===== src/pkg/core_regs_pkg.sv =====
package core_regs_pkg;

	// ==========================================================
	// Register offsets
	localparam logic [7:0] STACK_TOP_INDEX_OFS    = 8'h81;
	localparam logic [7:0] POINTER_LOW_BYTE_OFS   = 8'h82;
	localparam logic [7:0] POINTER_HIGH_BYTE_OFS  = 8'h83;
	localparam logic [7:0] FLAGS_WORD_OFS         = 8'hd0;
	localparam logic [7:0] ARITH_MAIN_OPERAND_OFS = 8'hf0;

	// ==========================================================
	// Reset values
	localparam logic [7:0] STACK_TOP_INDEX_RST    = 8'h07;
	localparam logic [7:0] POINTER_LOW_BYTE_RST   = 8'h00;
	localparam logic [7:0] POINTER_HIGH_BYTE_RST  = 8'h00;
	localparam logic [7:0] FLAGS_WORD_RST         = 8'h00;
	localparam logic [7:0] ARITH_MAIN_OPERAND_RST = 8'h00;
	localparam logic [7:0] UNMAPPED_READ_VAL      = 8'h00;

	// ==========================================================
	// Flags word field positions
	localparam int CARRY_FLAG_POS        = 7;
	localparam int HALF_CARRY_FLAG_POS   = 6;
	localparam int USER_FLAG_A_POS       = 5;
	localparam int BANK_SELECT_HI_POS    = 4;
	localparam int BANK_SELECT_LO_POS    = 3;
	localparam int SIGNED_ERR_FLAG_POS   = 2;
	localparam int USER_FLAG_B_POS       = 1;
	localparam int PARITY_POS            = 0;
	localparam int BANK_SIZE_LOG2        = 3;

	// ==========================================================
	// Arithmetic operations
	typedef enum logic [2:0]
	{
		OP_ADD                  = 3'h0,
		OP_ADD_WITH_CARRY       = 3'h1,
		OP_SUBTRACT_WITH_BORROW = 3'h2,
		OP_MUL                  = 3'h3,
		OP_DIV                  = 3'h4
	} alu_op_t;

	// Push sequencer, Gray coded
	typedef enum logic [1:0]
	{
		ST_IDLE     = 2'b00,
		ST_PUSH_WR  = 2'b01
	} push_state_t;

endpackage


===== src/verilog/core_status_and_pointer_regs.sv =====
`timescale 1ns/1ps

module core_status_and_pointer_regs
(
	// Clock, reset, enable
	input  wire logic                   sys_clk,
	input  wire logic                   rst_b,
	input  wire logic                   clk_en,
	// Special-function-register port
	input  wire logic [7:0]             sfr_addr,
	input  wire logic                   sfr_wr,
	input  wire logic                   sfr_bit_wr,
	input  wire logic [2:0]             sfr_bit_sel,
	input  wire logic [7:0]             sfr_wdata,
	input  wire logic                   sfr_rd,
	output logic      [7:0]             sfr_rdata,
	output logic                        sfr_rd_ack,
	// Arithmetic execution
	input  wire logic                   alu_go,
	input  wire core_regs_pkg::alu_op_t alu_op,
	input  wire logic [7:0]             alu_operand_b,
	output logic      [7:0]             alu_result_hi,
	// Accumulator load and stack
	input  wire logic                   acc_load,
	input  wire logic [7:0]             acc_load_data,
	input  wire logic                   push_req,
	input  wire logic [7:0]             push_data,
	input  wire logic                   pop_req,
	output logic                        push_busy,
	output logic                        stack_wr_en,
	output logic      [7:0]             stack_wr_addr,
	output logic      [7:0]             stack_wr_data,
	// Architectural state
	output logic      [15:0]            sixteen_bit_pointer,
	output logic      [7:0]             stack_top_index,
	output logic      [7:0]             arith_main_operand,
	output logic      [7:0]             flags_word,
	output logic      [4:0]             bank_base_addr
);

	// ==========================================================
	// Register state
	logic [7:0] sp_q, sp_d;
	logic [7:0] dpl_q, dph_q;
	logic [7:0] acc_q, acc_d;
	logic [7:0] psw_q, psw_d;
	logic       parity_q;
	logic [7:0] push_data_q;
	logic [7:0] hi_q;
	core_regs_pkg::push_state_t state_q, state_d;

	// Byte write or single-bit write merged through one mask
	logic [7:0] wmask;
	logic [7:0] wval;
	logic       push_take;

	always_comb
	begin
		wmask = 8'h00;
		wval  = sfr_wdata;
		if (sfr_wr)
		begin
			wmask = 8'hff;
		end
		else if (sfr_bit_wr)
		begin
			wmask = 8'h01 << sfr_bit_sel;
			wval  = {8{sfr_wdata[0]}};
		end
	end

	function automatic logic [7:0] merge(input logic [7:0] old_v);
		merge = (old_v & ~wmask) | (wval & wmask);
	endfunction

	// ==========================================================
	// Arithmetic flags
	logic [7:0] alu_lo, alu_hi;
	logic       alu_cy, alu_ac, alu_ov;

	flag_alu flag_alu_i
	(
		.a      (acc_q),
		.b      (alu_operand_b),
		.cy_in  (psw_q[core_regs_pkg::CARRY_FLAG_POS]),
		.op     (alu_op),
		.res_lo (alu_lo),
		.res_hi (alu_hi),
		.cy     (alu_cy),
		.ac     (alu_ac),
		.ov     (alu_ov)
	);

	// Software write wins over an instruction result in the same cycle
	always_comb
	begin
		acc_d = acc_q;
		if (alu_go)
		begin
			acc_d = alu_lo;
		end
		if (acc_load)
		begin
			acc_d = acc_load_data;
		end
		if (sfr_addr == core_regs_pkg::ARITH_MAIN_OPERAND_OFS)
		begin
			acc_d = merge(acc_d);
		end
	end

	always_comb
	begin
		psw_d = psw_q;
		if (alu_go)
		begin
			// Only carry, half-carry and overflow follow results
			psw_d[core_regs_pkg::CARRY_FLAG_POS]      = alu_cy;
			psw_d[core_regs_pkg::HALF_CARRY_FLAG_POS] = alu_ac;
			psw_d[core_regs_pkg::SIGNED_ERR_FLAG_POS] = alu_ov;
		end
		if (sfr_addr == core_regs_pkg::FLAGS_WORD_OFS)
		begin
			psw_d = merge(psw_d);
		end
		psw_d[core_regs_pkg::PARITY_POS] = 1'b0;
	end

	always_ff @(posedge sys_clk)
	begin
		if (!rst_b)
		begin
			acc_q    <= core_regs_pkg::ARITH_MAIN_OPERAND_RST;
			psw_q    <= core_regs_pkg::FLAGS_WORD_RST;
			parity_q <= 1'b0;
			hi_q     <= 8'h00;
		end
		else if (clk_en)
		begin
			acc_q    <= acc_d;
			psw_q    <= psw_d;
			parity_q <= ^acc_d;
			if (alu_go)
			begin
				hi_q <= alu_hi;
			end
		end
	end

	// ==========================================================
	// Data pointer bytes
	always_ff @(posedge sys_clk)
	begin
		if (!rst_b)
		begin
			dpl_q <= core_regs_pkg::POINTER_LOW_BYTE_RST;
			dph_q <= core_regs_pkg::POINTER_HIGH_BYTE_RST;
		end
		else if (clk_en)
		begin
			if (sfr_addr == core_regs_pkg::POINTER_LOW_BYTE_OFS)
			begin
				dpl_q <= merge(dpl_q);
			end
			if (sfr_addr == core_regs_pkg::POINTER_HIGH_BYTE_OFS)
			begin
				dph_q <= merge(dph_q);
			end
		end
	end

	// ==========================================================
	// Stack index and push sequencer
	// A push is two cycles so the write always sees the new index
	assign push_take = push_req && (state_q == core_regs_pkg::ST_IDLE);

	always_comb
	begin
		sp_d    = sp_q;
		state_d = state_q;
		case (state_q)
			core_regs_pkg::ST_IDLE:
			begin
				if (push_take)
				begin
					sp_d    = sp_q + 8'h01;
					state_d = core_regs_pkg::ST_PUSH_WR;
				end
				else if (pop_req)
				begin
					sp_d = sp_q - 8'h01;
				end
			end
			core_regs_pkg::ST_PUSH_WR:
			begin
				state_d = core_regs_pkg::ST_IDLE;
			end
			default:
			begin
				state_d = core_regs_pkg::ST_IDLE;
			end
		endcase
		if (sfr_addr == core_regs_pkg::STACK_TOP_INDEX_OFS)
		begin
			sp_d = merge(sp_d);
		end
	end

	always_ff @(posedge sys_clk)
	begin
		if (!rst_b)
		begin
			sp_q        <= core_regs_pkg::STACK_TOP_INDEX_RST;
			state_q     <= core_regs_pkg::ST_IDLE;
			push_data_q <= 8'h00;
		end
		else if (clk_en)
		begin
			sp_q    <= sp_d;
			state_q <= state_d;
			if (push_take)
			begin
				push_data_q <= push_data;
			end
		end
	end

	// Write strobe comes after the index has moved
	assign stack_wr_en   = (state_q == core_regs_pkg::ST_PUSH_WR)
		&& clk_en;
	assign stack_wr_addr = sp_q;
	assign stack_wr_data = push_data_q;
	assign push_busy     = (state_q != core_regs_pkg::ST_IDLE);

	// ==========================================================
	// Read port
	logic [7:0] rd_mux;

	always_comb
	begin
		case (sfr_addr)
			core_regs_pkg::STACK_TOP_INDEX_OFS:    rd_mux = sp_q;
			core_regs_pkg::POINTER_LOW_BYTE_OFS:   rd_mux = dpl_q;
			core_regs_pkg::POINTER_HIGH_BYTE_OFS:  rd_mux = dph_q;
			core_regs_pkg::FLAGS_WORD_OFS:         rd_mux = flags_word;
			core_regs_pkg::ARITH_MAIN_OPERAND_OFS: rd_mux = acc_q;
			// Undefined locations are reserved and read as zero
			default:
			begin
				rd_mux = core_regs_pkg::UNMAPPED_READ_VAL;
			end
		endcase
	end

	always_ff @(posedge sys_clk)
	begin
		if (!rst_b)
		begin
			sfr_rdata  <= 8'h00;
			sfr_rd_ack <= 1'b0;
		end
		else if (clk_en)
		begin
			sfr_rd_ack <= sfr_rd;
			if (sfr_rd)
			begin
				sfr_rdata <= rd_mux;
			end
		end
	end

	// ==========================================================
	// Architectural outputs
	assign sixteen_bit_pointer = {dph_q, dpl_q};
	assign stack_top_index     = sp_q;
	assign arith_main_operand  = acc_q;
	assign alu_result_hi       = hi_q;
	assign flags_word          = {psw_q[7:1], parity_q};
	assign bank_base_addr      = {psw_q[core_regs_pkg::BANK_SELECT_HI_POS],
		psw_q[core_regs_pkg::BANK_SELECT_LO_POS],
		3'b000};

endmodule // core_status_and_pointer_regs


===== src/verilog/flag_alu.sv =====
`timescale 1ns/1ps

module flag_alu
(
	// Operands
	input  wire logic [7:0]           a,
	input  wire logic [7:0]           b,
	input  wire logic                 cy_in,
	input  wire core_regs_pkg::alu_op_t op,
	// Results
	output logic      [7:0]           res_lo,
	output logic      [7:0]           res_hi,
	output logic                      cy,
	output logic                      ac,
	output logic                      ov
);

	logic [8:0]  sum;
	logic [4:0]  nib;
	logic [15:0] prod;
	logic        c;

	always_comb
	begin
		c      = (op == core_regs_pkg::OP_ADD) ? 1'b0 : cy_in;
		sum    = 9'h000;
		nib    = 5'h00;
		prod   = 16'h0000;
		res_lo = a;
		res_hi = 8'h00;
		cy     = 1'b0;
		ac     = 1'b0;
		ov     = 1'b0;
		case (op)
			core_regs_pkg::OP_ADD, core_regs_pkg::OP_ADD_WITH_CARRY:
			begin
				sum    = {1'b0, a} + {1'b0, b} + {8'h00, c};
				nib    = {1'b0, a[3:0]} + {1'b0, b[3:0]} + {4'h0, c};
				res_lo = sum[7:0];
				cy     = sum[8];
				ac     = nib[4];
				ov     = (a[7] == b[7]) && (sum[7] != a[7]);
			end
			core_regs_pkg::OP_SUBTRACT_WITH_BORROW:
			begin
				sum    = {1'b0, a} - {1'b0, b} - {8'h00, c};
				nib    = {1'b0, a[3:0]} - {1'b0, b[3:0]} - {4'h0, c};
				res_lo = sum[7:0];
				cy     = sum[8];
				ac     = nib[4];
				ov     = (a[7] != b[7]) && (sum[7] != a[7]);
			end
			core_regs_pkg::OP_MUL:
			begin
				prod   = {8'h00, a} * {8'h00, b};
				res_lo = prod[7:0];
				res_hi = prod[15:8];
				ov     = |prod[15:8];
			end
			core_regs_pkg::OP_DIV:
			begin
				// Divide by zero leaves the operand untouched
				if (b == 8'h00)
				begin
					ov = 1'b1;
				end
				else
				begin
					res_lo = a / b;
					res_hi = a % b;
				end
			end
			default:
			begin
				res_lo = a;
			end
		endcase
	end

endmodule // flag_alu


===== config.mk =====
export PLATFORM = sky130hd
export DESIGN_NAME = core_status_and_pointer_regs
export DESIGN_NICKNAME = d
export VERILOG_FILES = /design/src/pkg/core_regs_pkg.sv /design/src/verilog/core_status_and_pointer_regs.sv /design/src/verilog/flag_alu.sv
export SDC_FILE = /design/constraint.sdc
export NUM_CORES = 1
export LEC_CHECK = 0
export BUFFER_PORTS_ARGS = -buffer_cell sky130_fd_sc_hd__buf_2
export CORE_MARGIN = 2
export CORE_UTILIZATION = 55
export DETAILED_ROUTE_END_ITERATION = 10
export GPL_ROUTABILITY_DRIVEN = 0
export PLACE_DENSITY = 0.81
export SLEW_MARGIN = 15
export SYNTH_ARGS = -nofsm -noshare
export SYNTH_HDL_FRONTEND = slang
export SYNTH_SLANG_ARGS = --single-unit

===== constraint.sdc =====
create_clock -name sys_clk -period 17.55 [get_ports sys_clk]
set_input_delay 3.51 -clock sys_clk [delete_from_list [all_inputs] [get_ports sys_clk]]
set_output_delay 3.51 -clock sys_clk [all_outputs]
set_load 0.02 [all_outputs]

==> impl_metrics.json <==
{
  "relSlewSlack_pct": 41.9,
  "rr_endpoint": "parity_q",
  "end_kind": "flop",
  "core_sq_um": 15700,
  "ys_seq_area_share_pct": 15.1,
  "synthTopCellsByArea": "dfxtp_1 (15%), ha_1 (14%), fa_1 (9.4%), nor2_1 (5.8%), a21oi_1 (4.6%)",
  "dr.first_iter.drc_count": 1039,
  "hold_violations": 0,
  "port_buffers": 132,
  "drc": 0,
  "synth_area_per_cell_sq_um": 7.78,
  "async_flop_share_pct": 0,
  "ctsHoldBuffers": 0,
  "worstSetupPathType": "in2reg",
  "grt_max_degree": 43,
  "powerDensity_nw_per_um2": 64.9,
  "fin_area_sq_um": 9660,
  "cp.arrival_ns": 15.93,
  "viasPerCell": 6.22,
  "finalCritPeriodShare_pct": 89.6,
  "yosys_warnings": 0,
  "drv_cap": 0,
  "synth-edff-count": 0,
  "grt_pass1_vias": 8261,
  "num_rows": 46,
  "endpoint": "parity_q",
  "io_pins": 136,
  "synth_common_cells": "nor2_1 (134), inv_1 (102), ha_1 (100)",
  "synthesis.area_sq_um": 8730,
  "synth_area_leader_cell": "dfxtp_1",
  "min_path_type": "reg2reg",
  "required_ns": 17.76,
  "r2r_cells": 48,
  "r2r_slack_ns": 5.04,
  "clockRootBuffer": "clkbuf_16",
  "path_depth": 50,
  "cpPeakStageDelay_ns": 0.71,
  "worst-path-buf-inv": 4,
  "grt_util_all_layers_pct": 31.4,
  "firstDrtPassIters": 5,
  "drive_above_1_share_pct": 16.1,
  "ir_worst_vdd_mv": 0.0649,
  "synth_most_common_cell": "nor2_1",
  "worstSkewPairLatency_ns": 0.33,
  "ys_seq_elements": 66,
  "clk_pin_slew_ns": 0.05,
  "postCtsSetupRepairBufs": 0,
  "dieArea_sq_um": 16900,
  "antenna_found_initial": 1,
  "post_synth_num_cell_types": 84,
  "setup_viol": 0,
  "dieWidth_um": 130,
  "setup.worst_path.start_class": "primary input",
  "routedWlPerCell_um": 18.8,
  "cts_tree": "done",
  "cts_sinks": 66,
  "cp_top_family": "compound AO/OA/AOI/OAI gates",
  "status": "completed",
  "reg2reg_from": "arith_main_operand[7]",
  "slew_violations": 0,
  "h-tree-depth": 3,
  "place_hpwl_um": 20700,
  "tightestPinTransition_ns": 0.865,
  "max_freq_ghz": 0.0636,
  "p_leak_nw": 4.78,
  "critPathSlowestCell": "a21oi_1",
  "routed_wl_um": 26900,
  "finalCriticalPeriod_ns": 15.72,
  "synthCells": 1123,
  "startpoint": "alu_operand_b[0]",
  "nets": 1401,
  "ys.flop_type": "dfxtp_1",
  "crit_fanout": 13,
  "ant_nets": 0,
  "grt_pass1_wl_um": 42100,
  "rsz0062_at_grt": "no",
  "grt-ovfl-total": 0,
  "clock_skew_ns": 0.00386,
  "clockBufferDepth": 2,
  "postCtsResizedCells": 0,
  "num_vias": 8886,
  "syn_to_final_growth_pct": 10.6,
  "cpMostUsedCell": "ha_1",
  "synth_top_area_share_pct": 15.1,
  "dpl-instance-area_sq_um": 9380,
  "tns_ns": 0,
  "numCtsBuffers": 9,
  "die_h_um": 130,
  "start_util_pct": 55.6
}
==> layout make-up <==
class                      count  area [sq um]
inverter                     103           387
timing repair buffer         136           691
multi-input combinational    888          6710
fill                        1437          6050
tap                          216           270
clock buffer                  11           243
clock inverter                 5          30.0
antenna                        3          7.51
sequential                    66          1320
==> cells by family (layout without fill, tap and decap cells) <==
| logic type | Yosys count | in the layout | synth area share, % |
|---|---|---|---|
| AO/OA/AOI/OAI | 301 | 301 | 23.2 |
| XOR/XNOR | 43 | 43 | 4.47 |
| adder cells (fa/ha/maj) | 141 | 141 | 23.7 |
| AND/OR/NAND/NOR | 346 | 346 | 18.8 |
| flip-flops | 66 | 66 | 15.1 |
| buffers and inverters | 171 | 255 | 8.14 |
| other | 1 | 6 | 0.0429 |
| multiplexers | 54 | 54 | 6.52 |
==> per-stage QoR <==
stage          total power, mW  util [%]  hold WS (ns)  std cells  setup slack (ns)
3_3_place_gp             0.450      59.7         0.464       1409              2.28
5_1_grt                  0.667      61.4         0.490       1426             0.970
4_1_cts                  0.622      61.4         0.483       1425              2.04
3_5_place_dp             0.457      59.7         0.473       1409              1.73
6_report                 0.627      61.5         0.483       1428              1.83
2_1_floorplan            0.385         -         0.520       1125              3.27
==> layout by cell type (no fill, tap or decap), types with 8 or more instances in the layout <==
cell / netlist / routed
a31oi_1: 10 / 10
nand2b_1: 12 / 12
buf_2: 4 / 132
dfxtp_1: 66 / 66
ha_1: 100 / 100
a221oi_1: 15 / 15
o21ai_0: 69 / 69
mux2i_1: 40 / 40
mux2_2: 11 / 11
nor3_1: 28 / 28
a21oi_1: 80 / 80
inv_1: 102 / 102
nor2_1: 134 / 134
fa_1: 41 / 41
clkbuf_16: 0 / 9
and2_1: 10 / 10
nand2_1: 91 / 91
a21o_1: 22 / 22
nor2b_1: 9 / 9
a211oi_1: 12 / 12
xnor2_1: 26 / 26
xor2_1: 16 / 16
nand3_1: 8 / 8
or3_1: 8 / 8
o21a_1: 18 / 18
==> layer usage <==
metal  vias to the layer above  GRT usage [%]  wire (um)
met2                       545           49.2      12100
met4                         0           11.6        914
met3                        86           6.19       2910
li1                       4107              -          -
met5                         -              0          0
met1                      4148           43.0      11000
==> worst register-to-register path: cells and delay by family, from the launching register on <==
| kind | cells | cell delay (ns) |
|---|---|---|
| XOR/XNOR | 2 | 0.43 |
| AND/OR/NAND/NOR | 16 | 3.02 |
| buffers and inverters | 2 | 0.14 |
| flip-flops | 1 | 0.70 |
| adder cells (fa/ha/maj) | 8 | 2.18 |
| multiplexers | 3 | 1.09 |
| AO/OA/AOI/OAI | 17 | 4.83 |
==> where the power goes <==
group	switching, mW	internal (mW)
sequential	0.00975	0.157
combinational	0.177	0.119
clock	0.0661	0.0986
total	0.253	0.374
==> worst min path at each step <==
stage              endpoint  cells past startpoint  startpoint  slack [ns]
2_1_floorplan      parity_q                      2    parity_q        0.52
3_3_place_gp   sfr_rdata[3]                      2        flop        0.46
5_1_grt        sfr_rdata[7]                      2        flop        0.49
4_1_cts        sfr_rdata[5]                      2        flop        0.48
3_5_place_dp   sfr_rdata[4]                      2        flop        0.47
6_report       sfr_rdata[5]                      2        flop        0.48
Note: power is estimated with default switching activity, not from simulation.
